<file path="src/include/cscr_defines.vh">
// Purpose: constants of the clock source configuration register block
// Assumes: one 200 MHz system clock, classic Wishbone with 32-bit data
// Notes: reference clocks and generated clocks are one-cycle enables
//
// Notes on behaviour
// source select picks FLL, internal or external; code 11 acts as FLL
// bus divider divides selected source by 1, 2, 4, 8; resets to 2
// reference divider divides FLL reference by two to the field value
// software keeps divided reference between 31.25 and 39.0625 kHz
// internal reference select routes internal reference to FLL when set
// internal reference output enable gates the internal reference output
// internal reference runs in stop if keep set and enabled or in use
// range bit selects high or low external oscillator band
// gain bit requests high gain or low power oscillator operation
// FLL off in bypass modes when bit set, unless debug active
// external source bit requests crystal oscillator or clock input
// external reference output enable gates the external reference output
// external reference runs in stop if keep set and enabled or in use
// eight-bit trim sets internal period, binary weighted, larger is longer
// extra fine trim bit sits in the status and control register
// fine trim set lengthens period one smallest step, clear shortens
// engaged FLL locks to 1024 times the divided reference frequency
// bus clock runs at half the generated output clock
// mode and reference status follow selects only after synchronisation
// source and divider changes never truncate output clock pulses
`ifndef CSCR_DEFINES_VH
`define CSCR_DEFINES_VH

// register byte offsets
`define CSCR_OFS_CTRL1 8'h00
`define CSCR_OFS_CTRL2 8'h04
`define CSCR_OFS_TRIM 8'h08
`define CSCR_OFS_STAT 8'h0C

// reset values
`define CSCR_RST_CTRL1 8'h04
`define CSCR_RST_CTRL2 8'h40
`define CSCR_RST_TRIM 8'h80
`define CSCR_RST_FINE 1'b0
`define CSCR_RST_BUSDIV 2'b01
`define CSCR_RST_IREF 1'b1

// first control register fields
`define CSCR_SRC_HI 7
`define CSCR_SRC_LO 6
`define CSCR_REFDIV_HI 5
`define CSCR_REFDIV_LO 3
`define CSCR_IRSEL 2
`define CSCR_IROE 1
`define CSCR_IRKEEP 0

// second control register fields
`define CSCR_BUSDIV_HI 7
`define CSCR_BUSDIV_LO 6
`define CSCR_RANGE 5
`define CSCR_GAIN 4
`define CSCR_FOFF 3
`define CSCR_ERSEL 2
`define CSCR_EROE 1
`define CSCR_ERKEEP 0

// status and control register fields
`define CSCR_ST_IREF 4
`define CSCR_ST_MODE_HI 3
`define CSCR_ST_MODE_LO 2
`define CSCR_ST_OSCOK 1
`define CSCR_ST_FINE 0

// clock modes
`define CSCR_MODE_FLL 2'b00
`define CSCR_MODE_INT 2'b01
`define CSCR_MODE_EXT 2'b10
`define CSCR_MODE_RSV 2'b11

// timing
`define CSCR_SYS_MHZ 200
`define CSCR_IRC_BASE 5632
`define CSCR_FLL_MULT 25'd1024
`define CSCR_PER_MAX 24'hFFFFFF

`endif

</file>
<file path="src/verilog/cscr_clkdiv.v">
// Purpose: source mux and bus divider producing output and bus enables
// Assumes: source ticks are one-cycle enables on clk_sys
// Notes: new source and divider are taken at an output boundary, or at once while the current source is dead
`timescale 1ns/1ps
`include "cscr_defines.vh"

module cscr_clkdiv (
	input wire clk_sys,
	input wire rst_n,
	input wire [2:0] src_tick,
	input wire [2:0] src_alive,
	input wire [1:0] mode_req,
	input wire [1:0] div_req,
	output reg [1:0] mode_act_r,
	output wire out_tick,
	output wire bus_tick
);
	reg [1:0] div_act_r;
	reg [2:0] cnt_r;
	reg half_r;
	wire cur_tick;
	wire cur_alive;
	wire [2:0] mask;
	wire boundary;

	// current source among fll, internal and external
	assign cur_tick = src_tick[mode_act_r];
	assign cur_alive = src_alive[mode_act_r];
	assign mask = (3'h1 << div_act_r) - 3'h1;
	assign out_tick = cur_tick && (cnt_r == mask);
	// half rate bus
	assign bus_tick = out_tick && half_r;
	// a dead source can be left at once, a live one only at a boundary
	assign boundary = out_tick || !cur_alive;

	// switch at boundary
	always @(posedge clk_sys) begin
		if (!rst_n) begin
			mode_act_r <= `CSCR_MODE_FLL;
			div_act_r <= `CSCR_RST_BUSDIV;
			cnt_r <= 3'h0;
			half_r <= 1'b0;
		end else begin
			if (boundary) begin
				mode_act_r <= mode_req;
				div_act_r <= div_req;
				cnt_r <= 3'h0;
			end else if (cur_tick) begin
				cnt_r <= cnt_r + 3'h1;
			end
			if (out_tick) begin
				half_r <= !half_r;
			end
		end
	end
endmodule // cscr_clkdiv

</file>
<file path="src/verilog/cscr_top.v">
// Purpose: clock source control and trim registers with clock enables
// Assumes: ext_ref_in and osc_ready_in are asynchronous pins
// Notes: stop_req and debug_active come from logic on clk_sys
`timescale 1ns/1ps
`include "cscr_defines.vh"

module cscr_top #(
	parameter IRC_BASE_CYCLES = `CSCR_IRC_BASE
) (
	input wire clk_sys,
	input wire rst_n,
	input wire wb_cyc_i,
	input wire wb_stb_i,
	input wire wb_we_i,
	input wire [7:0] wb_adr_i,
	input wire [3:0] wb_sel_i,
	input wire [31:0] wb_dat_i,
	output reg [31:0] wb_dat_o,
	output reg wb_ack_o,
	input wire ext_ref_in,
	input wire osc_ready_in,
	input wire stop_req,
	input wire background_debug_active,
	output wire internal_ref_clock_out,
	output wire external_ref_clock_out,
	output wire generated_clock_out,
	output wire bus_clock_en,
	output wire fll_clock_en,
	output reg fll_enable_r,
	output reg osc_enable_r,
	output reg osc_high_band_r,
	output reg osc_high_gain_r,
	output reg osc_crystal_r
);
	// registers
	reg [7:0] ctrl1_r;
	reg [7:0] ctrl2_r;
	reg [7:0] trim_r;
	reg fine_r;
	reg [1:0] mode_sync_r;
	reg [1:0] mode_stat_r;
	reg iref_sync_r;
	reg iref_stat_r;
	reg ext_s1_r;
	reg ext_s2_r;
	reg ext_s3_r;
	reg ok_s1_r;
	reg ok_s2_r;
	reg stop_d_r;
	reg pre_int_r;
	reg pre_ext_r;
	reg [13:0] irc_cnt_r;
	reg irc_tick_r;
	reg [6:0] reference_divider_cnt_r;
	reg [23:0] per_cnt_r;
	reg [23:0] period_r;
	reg per_valid_r;
	reg [24:0] acc_r;
	reg fll_tick_r;

	// fields
	wire [1:0] clock_source_select;
	wire [2:0] reference_divider;
	wire internal_ref_select;
	wire internal_ref_output_enable;
	wire internal_ref_stop_keep;
	wire [1:0] bus_divider;
	wire fll_off_in_bypass;
	wire external_ref_source_select;
	wire external_ref_output_enable;
	wire external_ref_stop_keep;
	wire [1:0] mode_req;
	wire [1:0] mode_act;
	wire [1:0] clock_mode_status;
	wire wb_req;
	wire wb_wr;
	wire [13:0] irc_period;
	wire int_run;
	wire ext_run;
	wire int_tick;
	wire ext_tick;
	wire ref_tick;
	wire [6:0] reference_divider_mask;
	wire div_ref_tick;
	wire bypass_mode;
	wire fll_run;
	wire [24:0] acc_sum;
	wire osc_init_done;
	wire [2:0] src_tick;
	wire [2:0] src_alive;
	wire out_tick;
	reg [7:0] rd_byte;

	assign clock_source_select = ctrl1_r[`CSCR_SRC_HI:`CSCR_SRC_LO];
	assign reference_divider = ctrl1_r[`CSCR_REFDIV_HI:`CSCR_REFDIV_LO];
	assign internal_ref_select = ctrl1_r[`CSCR_IRSEL];
	assign internal_ref_output_enable = ctrl1_r[`CSCR_IROE];
	assign internal_ref_stop_keep = ctrl1_r[`CSCR_IRKEEP];
	assign bus_divider = ctrl2_r[`CSCR_BUSDIV_HI:`CSCR_BUSDIV_LO];
	assign fll_off_in_bypass = ctrl2_r[`CSCR_FOFF];
	assign external_ref_source_select = ctrl2_r[`CSCR_ERSEL];
	assign external_ref_output_enable = ctrl2_r[`CSCR_EROE];
	assign external_ref_stop_keep = ctrl2_r[`CSCR_ERKEEP];
	assign clock_mode_status = mode_stat_r;

	// reserved as fll
	assign mode_req = (clock_source_select == `CSCR_MODE_RSV) ?
		`CSCR_MODE_FLL : clock_source_select;

	// wishbone decode, ack one cycle after request
	assign wb_req = wb_cyc_i && wb_stb_i && !wb_ack_o;
	assign wb_wr = wb_req && wb_we_i && wb_sel_i[0];

	// register writes; reserved bits of the status register ignored
	always @(posedge clk_sys) begin
		if (!rst_n) begin
			ctrl1_r <= `CSCR_RST_CTRL1;
			ctrl2_r <= `CSCR_RST_CTRL2;
			trim_r <= `CSCR_RST_TRIM;
			fine_r <= `CSCR_RST_FINE;
		end else if (wb_wr) begin
			case (wb_adr_i)
			`CSCR_OFS_CTRL1: begin
				ctrl1_r <= wb_dat_i[7:0];
			end
			`CSCR_OFS_CTRL2: begin
				ctrl2_r <= wb_dat_i[7:0];
			end
			`CSCR_OFS_TRIM: begin
				trim_r <= wb_dat_i[7:0];
			end
			`CSCR_OFS_STAT: begin
				// fine trim bit
				fine_r <= wb_dat_i[`CSCR_ST_FINE];
			end
			default: begin
				fine_r <= fine_r;
			end
			endcase
		end
	end

	// read mux, unmapped reads as zero
	always @* begin
		rd_byte = 8'h00;
		case (wb_adr_i)
		`CSCR_OFS_CTRL1: rd_byte = ctrl1_r;
		`CSCR_OFS_CTRL2: rd_byte = ctrl2_r;
		`CSCR_OFS_TRIM: rd_byte = trim_r;
		`CSCR_OFS_STAT: begin
			rd_byte[`CSCR_ST_IREF] = iref_stat_r;
			rd_byte[`CSCR_ST_MODE_HI:`CSCR_ST_MODE_LO] = clock_mode_status;
			rd_byte[`CSCR_ST_OSCOK] = osc_init_done;
			rd_byte[`CSCR_ST_FINE] = fine_r;
		end
		default: rd_byte = 8'h00;
		endcase
	end

	// ack and read data register
	always @(posedge clk_sys) begin
		if (!rst_n) begin
			wb_ack_o <= 1'b0;
			wb_dat_o <= 32'h00000000;
		end else begin
			wb_ack_o <= wb_req;
			if (wb_req && !wb_we_i) begin
				wb_dat_o <= {24'h000000, rd_byte};
			end
		end
	end

	// pin synchronisers and external edge detect
	always @(posedge clk_sys) begin
		if (!rst_n) begin
			ext_s1_r <= 1'b0;
			ext_s2_r <= 1'b0;
			ext_s3_r <= 1'b0;
			ok_s1_r <= 1'b0;
			ok_s2_r <= 1'b0;
		end else begin
			ext_s1_r <= ext_ref_in;
			ext_s2_r <= ext_s1_r;
			ext_s3_r <= ext_s2_r;
			ok_s1_r <= osc_ready_in;
			ok_s2_r <= ok_s1_r;
		end
	end

	// status two stages behind applied selects
	always @(posedge clk_sys) begin
		if (!rst_n) begin
			mode_sync_r <= `CSCR_MODE_FLL;
			mode_stat_r <= `CSCR_MODE_FLL;
			iref_sync_r <= `CSCR_RST_IREF;
			iref_stat_r <= `CSCR_RST_IREF;
		end else begin
			mode_sync_r <= mode_act;
			mode_stat_r <= mode_sync_r;
			iref_sync_r <= internal_ref_select;
			iref_stat_r <= iref_sync_r;
		end
	end

	// remember which reference was in use at stop entry
	always @(posedge clk_sys) begin
		if (!rst_n) begin
			stop_d_r <= 1'b0;
			pre_int_r <= 1'b0;
			pre_ext_r <= 1'b0;
		end else begin
			stop_d_r <= stop_req;
			if (stop_req && !stop_d_r) begin
				pre_int_r <= internal_ref_select ||
					(mode_stat_r == `CSCR_MODE_INT);
				pre_ext_r <= !internal_ref_select ||
					(mode_stat_r == `CSCR_MODE_EXT);
			end
		end
	end

	// internal stop keep
	assign int_run = stop_req ?
		(internal_ref_stop_keep &&
		(internal_ref_output_enable || pre_int_r)) :
		(internal_ref_output_enable || internal_ref_select ||
		mode_req == `CSCR_MODE_INT);
	// external stop keep
	assign ext_run = stop_req ?
		(external_ref_stop_keep &&
		(external_ref_output_enable || pre_ext_r)) :
		(external_ref_output_enable || !internal_ref_select ||
		mode_req == `CSCR_MODE_EXT);

	// period from trim and fine bit
	assign irc_period = IRC_BASE_CYCLES[13:0] + {5'h00, trim_r, fine_r};

	// internal reference oscillator as a period counter
	always @(posedge clk_sys) begin
		if (!rst_n) begin
			irc_cnt_r <= 14'h0000;
			irc_tick_r <= 1'b0;
		end else if (!int_run) begin
			irc_cnt_r <= 14'h0000;
			irc_tick_r <= 1'b0;
		end else if (irc_cnt_r >= irc_period - 14'h0001) begin
			irc_cnt_r <= 14'h0000;
			irc_tick_r <= 1'b1;
		end else begin
			irc_cnt_r <= irc_cnt_r + 14'h0001;
			irc_tick_r <= 1'b0;
		end
	end

	assign int_tick = irc_tick_r;
	assign ext_tick = ext_run && ext_s2_r && !ext_s3_r;
	// internal output gate
	assign internal_ref_clock_out = int_tick && internal_ref_output_enable;
	// external output gate
	assign external_ref_clock_out = ext_tick && external_ref_output_enable;

	// fll reference route
	assign ref_tick = internal_ref_select ? int_tick : ext_tick;

	// power of two reference divider
	assign reference_divider_mask = (7'h01 << reference_divider) - 7'h01;
	assign div_ref_tick = ref_tick &&
		((reference_divider_cnt_r & reference_divider_mask) == reference_divider_mask);

	always @(posedge clk_sys) begin
		if (!rst_n) begin
			reference_divider_cnt_r <= 7'h00;
		end else if (ref_tick) begin
			reference_divider_cnt_r <= reference_divider_cnt_r + 7'h01;
		end
	end

	// fll off in bypass
	assign bypass_mode = (mode_req != `CSCR_MODE_FLL);
	assign fll_run = !stop_req && !(bypass_mode && fll_off_in_bypass &&
		!background_debug_active);

	// fll reference period measured in system cycles
	always @(posedge clk_sys) begin
		if (!rst_n || !fll_run) begin
			per_cnt_r <= 24'h000000;
			period_r <= 24'h000000;
			per_valid_r <= 1'b0;
		end else if (div_ref_tick) begin
			per_cnt_r <= 24'h000001;
			if (per_cnt_r != 24'h000000) begin
				period_r <= per_cnt_r;
				per_valid_r <= 1'b1;
			end
		end else if (per_cnt_r != `CSCR_PER_MAX &&
			(per_cnt_r != 24'h000000 || per_valid_r)) begin
			per_cnt_r <= per_cnt_r + 24'h000001;
		end
	end

	// multiply reference by 1024
	assign acc_sum = acc_r + `CSCR_FLL_MULT;

	always @(posedge clk_sys) begin
		if (!rst_n || !fll_run || !per_valid_r) begin
			acc_r <= 25'h0000000;
			fll_tick_r <= 1'b0;
			fll_enable_r <= 1'b0;
		end else begin
			fll_enable_r <= 1'b1;
			if (acc_sum >= {1'b0, period_r}) begin
				acc_r <= acc_sum - {1'b0, period_r};
				fll_tick_r <= 1'b1;
			end else begin
				acc_r <= acc_sum;
				fll_tick_r <= 1'b0;
			end
		end
	end

	assign fll_clock_en = fll_tick_r;

	// oscillator control pins
	always @(posedge clk_sys) begin
		if (!rst_n) begin
			osc_enable_r <= 1'b0;
			osc_high_band_r <= 1'b0;
			osc_high_gain_r <= 1'b0;
			osc_crystal_r <= 1'b0;
		end else begin
			osc_enable_r <= ext_run && external_ref_source_select;
			// band select
			osc_high_band_r <= ctrl2_r[`CSCR_RANGE];
			// gain select
			osc_high_gain_r <= ctrl2_r[`CSCR_GAIN];
			// crystal or clock
			osc_crystal_r <= external_ref_source_select;
		end
	end

	// oscillator ready reported only while requested
	assign osc_init_done = ok_s2_r && external_ref_source_select &&
		(external_ref_output_enable || mode_stat_r == `CSCR_MODE_EXT);

	// source ticks, no output in stop
	assign src_tick = stop_req ? 3'b000 :
		{ext_tick, int_tick, fll_tick_r};
	assign src_alive = {ext_run, int_run, fll_run && per_valid_r};

	// bus divider and source mux
	cscr_clkdiv u_div (
		.clk_sys(clk_sys),
		.rst_n(rst_n),
		.src_tick(src_tick),
		.src_alive(src_alive),
		.mode_req(mode_req),
		.div_req(bus_divider),
		.mode_act_r(mode_act),
		.out_tick(out_tick),
		.bus_tick(bus_clock_en)
	);

	assign generated_clock_out = out_tick;
endmodule // cscr_top

</file>
<file path="config.mk">
export PLATFORM = sky130hd
export DESIGN_NAME = cscr_top
export DESIGN_NICKNAME = d
export VERILOG_FILES = /design/src/verilog/cscr_clkdiv.v /design/src/verilog/cscr_top.v
export VERILOG_INCLUDE_DIRS = /design/src /design/src/include
export SDC_FILE = /design/constraint.sdc
export NUM_CORES = 1
export LEC_CHECK = 0
export BUFFER_PORTS_ARGS = -buffer_cell sky130_fd_sc_hd__buf_4
export CELL_PAD_IN_SITES_DETAIL_PLACEMENT = 1
export CELL_PAD_IN_SITES_GLOBAL_PLACEMENT = 1
export CORE_ASPECT_RATIO = 0.5
export CORE_MARGIN = 3
export CORE_UTILIZATION = 45
export CTS_CLUSTER_DIAMETER = 50
export DETAILED_ROUTE_END_ITERATION = 6
export GPL_TIMING_DRIVEN = 0
export PLACE_DENSITY = 0.81
export SYNTH_ARGS = -nofsm -noshare
export SYNTH_HDL_FRONTEND = slang
export SYNTH_SLANG_ARGS = --single-unit
</file>
<file path="constraint.sdc">
create_clock -name clk_sys -period 4 [get_ports clk_sys]
set_clock_uncertainty 0.2 [all_clocks]
set_input_delay 0.6 -clock clk_sys [delete_from_list [all_inputs] [get_ports clk_sys]]
set_output_delay 0.6 -clock clk_sys [all_outputs]
set_load 0.1 [all_outputs]
</file>
* Word-level counts from Yosys, hierarchy flattened *
Index checks and enable logic that the tools add are counted.

cells by class
  add/sub/neg operators = 10
  order comparisons = 3
  equality and inequality tests = 11
  shift-type cells = 2
  mux-type cells = 17
  bitwise operators = 3
  reduce and logical (&&, ||, !) cells = 62

operators by type and width
  kind                                                 number
  adder 25 x 11 -> 25 bit, second input constant       1
  greater-or-equal comparator 25 x 24 -> 1 bit         1
  two-way mux 25 bit                                   1
  subtractor 25 x 24 -> 25 bit                         1
  adder 24 x 1 -> 24 bit, second input constant        1
  inequality test 24 bit, second input constant        1
  nonzero test 24 bit                                  1
  logical AND 1 bit                                    23
  case mux 5 bit (4 select lines)                      1
  equality test 8 x 4 -> 1 bit, second input constant  2
  adder 13 x 9 -> 14 bit, first input constant         1
  adder 14 x 1 -> 14 bit, second input constant        1
  greater-or-equal comparator 14 bit                   1
  subtractor 14 x 1 -> 14 bit, second input constant   1
  zero test 1 bit                                      13
  logical OR 1 bit                                     13
  AND reduction 2 bit                                  6
  two-way mux 1 bit                                    10
  case mux 3 bit (3 select lines)                      1
  equality test 8 x 3 -> 1 bit, second input constant  1
  zero test 8 bit                                      1
  adder 7 x 1 -> 7 bit, second input constant          1
  bitwise AND 7 bit                                    1
  equality test 7 bit                                  1
  other kinds (16)                                     23

storage, ports and cells
  register bits = 158
  input bits = 53
  output and inout bits = 43
  word-level logic and storage cells = 144

* Longest topological paths before layout *
  word-level depth = 13
  depth in mapped cells = 17
  depth with buffers taken out = 15

* Modules after synthesis *
Synthesis repeated with hierarchy kept, for this count alone.

second synthesis, totals
  cell total of the unflattened synthesis = 1015
  area, all modules = 8772.2 µm²

modules (own cells, without submodules)
  module       instances  cells each  area an instance (µm²)  sequential area each (µm²)
  cscr_top     1          959         8310.5                  3002.9
  cscr_clkdiv  1          56          461.7                   160.2

* Worst setup path after synthesis *
No wires, ideal clock.

  path kind = register -> output
  start point = register fll_tick_r (netlist: fll_clock_en)
  end point = output port bus_clock_en
  arrival = 3947 ps
  data required time = 3200 ps
  slack = -747 ps
  cell stages (with the launch flop) = 6
  buffers on the path = 0
  cell sequence = dfxtp_1 mux2i_1 nor3_1 a21oi_1 a21oi_1 and2_1

between the ends
  word-level cells in the longest chain between the ends = 5

RTL lines
  what                                     RTL line          source
  start: declaration                       cscr_top.v:59     reg fll_tick_r;
  start signal: assignment                 cscr_top.v:307    fll_tick_r <= 1'b0;
  start signal: assignment                 cscr_top.v:313    fll_tick_r <= 1'b1;
  start signal: assignment                 cscr_top.v:316    fll_tick_r <= 1'b0;
  two-way mux 3 bit                        cscr_top.v:346    assign src_tick = stop_req ? 3'b000 :
  binary-select mux 1 bit (select 2 bit)   cscr_clkdiv.v:27  assign cur_tick = src_tick[mode_act_r];
  two-way mux 1 bit (not written as such)  cscr_clkdiv.v:27
  logical AND 1 bit                        cscr_clkdiv.v:30  assign out_tick = cur_tick && (cnt_r == mask);
  via generated_clock_out                  cscr_top.v:26     output wire generated_clock_out,
  logical AND 1 bit                        cscr_clkdiv.v:32  assign bus_tick = out_tick && half_r;
  end: declaration                         cscr_top.v:27     output wire bus_clock_en,

The timed path passes the listed nets, and every way through them passes these cells. The select of a mux whose other input is x is not followed.

* Final worst setup path *
  start point = register acc_r[13]
  end point = register acc_r[4]

between the ends
  word-level cells in the longest chain between the ends = 3

RTL lines
  what                                          RTL line        source
  start: declaration                            cscr_top.v:58   reg [24:0] acc_r;
  start signal: assignment                      cscr_top.v:312  acc_r <= acc_sum - {1'b0, period_r};
  start signal: assignment                      cscr_top.v:315  acc_r <= acc_sum;
  adder 25 x 11 -> 25 bit (no source line)      --
  greater-or-equal comparator 25 x 24 -> 1 bit  cscr_top.v:311  if (acc_sum >= {1'b0, period_r}) begin
  two-way mux 25 bit                            cscr_top.v:311

No other way between the ends.
A chain may end at the register's enable or synchronous reset.

==> flow_summary.rst <==
.. list-table::
   :header-rows: 1

   * - Metric
     - Value
   * - Failing checks
     - setup timing
   * - Total of warnings raised by yosys
     - 0
   * - Post-synth EDFFs
     - 0
   * - # nets final
     - 1230
   * - Routing usage on met1
     - 30.0%
   * - Initial antenna violation count
     - 0
   * - Crit Path Max Fanout
     - 7
   * - Register bit total from synthesis
     - 158
   * - Antenna diode instance count
     - 0
   * - Hold Slack
     - 0.176 ns
   * - Area Growth Syn to Fin
     - 19.5%
   * - Slew of the pin with the lowest slew margin
     - about 1.1 ns
   * - Met2 usage
     - 43.7%
   * - Outcome
     - finished, violations left
   * - Combined area of all synthesized cells
     - 8770 um2
   * - Minimum clock period after layout
     - between 4 and 5 ns
   * - Post-route cell area
     - 10500 um2
   * - Global routing usage on met3
     - under 10%
   * - Number of buffers inserted by port buffering
     - 44
   * - Setup WS post-layout
     - -0.0779 ns
   * - DR DRC count
     - 0
   * - Highest attainable clock frequency
     - about 250 MHz
   * - RePlAce Congestion
     - approximately 0.84
   * - R2r startpoint
     - acc_r[13]$_SDFF_PN0_
   * - Setup violation total in the final timing report
     - 8
   * - DR pass1 iterations
     - 5
   * - Setup Slack @ Placement
     - -0.0609 ns
   * - Area used by multi-input combinational logic
     - 5210 um2
   * - Sequential area share after synthesis
     - between 30 and 40%
   * - Remaining antenna violation count
     - 0
   * - Global-route wire length before repair
     - 42300 um
   * - Number of hold violations in the final report
     - 0
   * - Fill cell instance count of the final layout
     - 2223
   * - Placed inst area
     - 9530 um2
   * - Maximum number of pins on one net before global-route repair
     - 17
   * - Top-Level Pins
     - 96
   * - CORE AREA
     - roughly 19000 um2
   * - Total global-route track usage
     - 24.3%
   * - Worst EP arrival
     - 4.19 ns
   * - Lkg Pwr
     - 4.35 nW
   * - Post-detailed-route via-to-cell ratio
     - 5.68
   * - Area enclosed by the die boundary
     - 21300 um2
   * - Worst slew margin relative to its limit
     - 25.5%
   * - Syn Area/Cell
     - 8.53 um2
   * - Remaining global-route overflow
     - 0
   * - Required time at the worst-slack endpoint
     - 4.11 ns
   * - Post-DR wirelength/cell
     - 19.4 um
   * - Clock tree from TritonCTS
     - built
   * - Buffer cell driving the clock tree root
     - sky130_fd_sc_hd__clkbuf_16
   * - Starting DRT DRC Count
     - 457
   * - Maximum ir drop on the vdd rail
     - 316 uV
   * - Class of the tightest hold or removal check
     - in -> reg
   * - H-tree depth
     - 4
   * - Unrepaired setup endpoints after global routing
     - true
   * - Netlist cell types
     - 73
   * - Starting density of the core
     - a little under half
   * - Max Buffers Root-to-Sink
     - 2
   * - Chip Height
     - ~100 um
   * - TritonCTS sink count
     - 158
   * - Kind of critical path
     - reg -> reg
   * - Cell Rows
     - 35
   * - Startpoint class of the critical path
     - flop
   * - Hold_buf cts
     - 0
   * - Max-cap violation count
     - 0
   * - Tcrit/Tclk final
     - 102%
   * - Top Usage Layer GRT
     - met2
   * - Final slew viol count
     - 0
   * - Worst-Skew Late Latency
     - 0.44 ns
   * - Clock-pin slew of the registers on the worst-case setup and hold paths
     - around 0.070 ns
   * - Beginning of the worst hold path
     - ext_ref_in
   * - Async set-or-reset flop fraction in the synthesized netlist
     - 0%
   * - Combined flip-flop and latch cell area
     - 3180 um2
   * - Syn Inst Count
     - 1029
   * - PwrDens
     - 353 nW/um2
   * - DRT Wirelength
     - roughly 27000 um
   * - Vias after detailed routing
     - 7969
   * - Post-synth top flop
     - sky130_fd_sc_hd__dfxtp_1
   * - Final HPWL from detailed placement
     - ~18000 um
   * - Top cell type by total area after synthesis
     - sky130_fd_sc_hd__dfxtp_1
   * - Sort of element at the end of the critical path
     - flop
   * - Proportion of layout cells with a drive suffix above 1
     - 14.9%
   * - Number of global-route vias before repair
     - just over 8000
   * - Inserted Clock Buffers
     - 17
   * - Origin of the worst setup path
     - acc_r[13]$_SDFF_PN0_
   * - Top cells by area in the synthesized netlist
     - sky130_fd_sc_hd__dfxtp_1 36%, sky130_fd_sc_hd__ha_1 6.3%, sky130_fd_sc_hd__nor2_1 5.6%
   * - Horiz. Die Dim
     - 203 um
   * - Area share of the largest cell type after synthesis
     - 36.1%
## layer usage
metal,part of all wire [%],wire length (um)
met5,0,0
met4,2.0,533
met3,4.7,1290
met2,50,13500
met1,44,11900
## flip-flops by register name, indices dropped and copies added (netlist names), 3 cells and up
register,cells
wb_dat_o,8
ctrl1_r,8
irc_cnt_r,14
period_r,24
trim_r,8
per_cnt_r,24
acc_r,25
u_div.cnt_r,3
ctrl2_r,8
reference_divider_cnt_r,7
## per-stage QoR
stage / utilization, % / instances / power, mW / setup TNS (ns)
6_report: 56.0 / 1403 / 3.70 / -0.324
5_1_grt: 56.0 / 1403 / 3.79 / -1.97
4_1_cts: 54.6 / 1389 / 3.69 / 0
3_5_place_dp: 50.8 / 1356 / 1.83 / -0.474
3_3_place_gp: 50.8 / 1356 / 1.83 / 0
2_1_floorplan: - / 1053 / 1.79 / 0
## worst paths after layout
kind | endpoint | slack [ns] | cells past startpoint
worst max-delay path | acc_r[4]$_SDFFE_PN0N_ | -0.08 | 17
worst min-delay path | ext_s1_r$_SDFF_PN0_ | 0.18 | 2
worst max register to register | acc_r[4]$_SDFFE_PN0N_ | -0.08 | 17
worst min register to register | iref_stat_r$_SDFF_PN1_ | 0.21 | 1
## synth_stat cells, drive strengths merged (3+ instances only)
cell type,instances
nand3,51
o21bai,5
nand2,67
and4,4
clkbuf,28
mux2i,43
a21o,17
inv,52
mux4,5
and2,26
a21oi,47
nand2b,10
nand4,19
or3,9
o2bb2ai,3
o31ai,24
o22ai,4
dfxtp,158
nor3,24
ha,44
or4,3
nor4b,5
a211oi,11
nor2,132
buf,41
and3,11
a22oi,11
xor2,43
xnor2,35
o21ai,26
or2,3
a21boi,4
nor4,9
o21a,4
a31oi,6
nor3b,5
o211ai,6
nand3b,3
nor2b,3
a211o,4
## report_power, final
group / internal [mW] / total [mW] / switching, mW
Sequential: 1.58 / 1.58 / 0.00452
Clock: 1.18 / 1.90 / 0.719
Combinational: 0.0521 / 0.218 / 0.166
Total: 2.81 / 3.70 / 0.889
## what timing repair did
action	CTS	global route
gates cloned	0	1
pin swaps	2	9
gates resized for setup	12	31
endpoints found under the setup margin	25	26
setup buffers	2	13
## critical path: stages, from the launching register on
cell and delay (ns):
sky130_fd_sc_hd__dfxtp_4 0.37, sky130_fd_sc_hd__nand4_1 0.26, sky130_fd_sc_hd__nor2_4 0.20, sky130_fd_sc_hd__and4_4 0.29
sky130_fd_sc_hd__nand3_4 0.09, sky130_fd_sc_hd__xnor2_2 0.18, sky130_fd_sc_hd__ha_1 0.32, sky130_fd_sc_hd__buf_6 0.13
sky130_fd_sc_hd__nand3_4 0.07, sky130_fd_sc_hd__or4_1 0.52, sky130_fd_sc_hd__or4_1 0.41, sky130_fd_sc_hd__nand3_1 0.10
sky130_fd_sc_hd__a211o_1 0.12, sky130_fd_sc_hd__buf_6 0.15, sky130_fd_sc_hd__buf_12 0.12, sky130_fd_sc_hd__clkbuf_16 0.14
sky130_fd_sc_hd__mux2i_1 0.23, sky130_fd_sc_hd__nor2_1 0.05
## logic make-up after synthesis
family / after synthesis / share of synthesized area [%]
mux: 50 / 6.45
simple gates: 388 / 21.7
compound gates: 187 / 14.6
fa+ha+maj: 45 / 6.50
flops: 158 / 36.1
xor+xnor: 78 / 7.79
buf+inv: 122 / 6.87
other cells: 1 / 0.0427
## cell type report
class	count	area share (%)
multi-input combinational	773	49.7
inverter	53	1.90
sequential	158	30.3
clock buffer	19	4.13
clock inverter	12	2.22
timing repair buffer	60	4.65
buffer	69	4.02
tap	259	3.09
## layout by cell type (no fill, tap or decap), types with 28 or more instances in the layout
cell type and count:
sky130_fd_sc_hd__dfxtp_1 152, sky130_fd_sc_hd__nor2_1 129, sky130_fd_sc_hd__buf_4 85, sky130_fd_sc_hd__nand2_1 65, sky130_fd_sc_hd__inv_1 51, sky130_fd_sc_hd__nand3_1 48
sky130_fd_sc_hd__a21oi_1 46, sky130_fd_sc_hd__mux2i_1 42, sky130_fd_sc_hd__ha_1 42, sky130_fd_sc_hd__xor2_1 41, sky130_fd_sc_hd__xnor2_1 34, sky130_fd_sc_hd__clkbuf_1 28
Note: power is estimated with default switching activity, not from simulation.
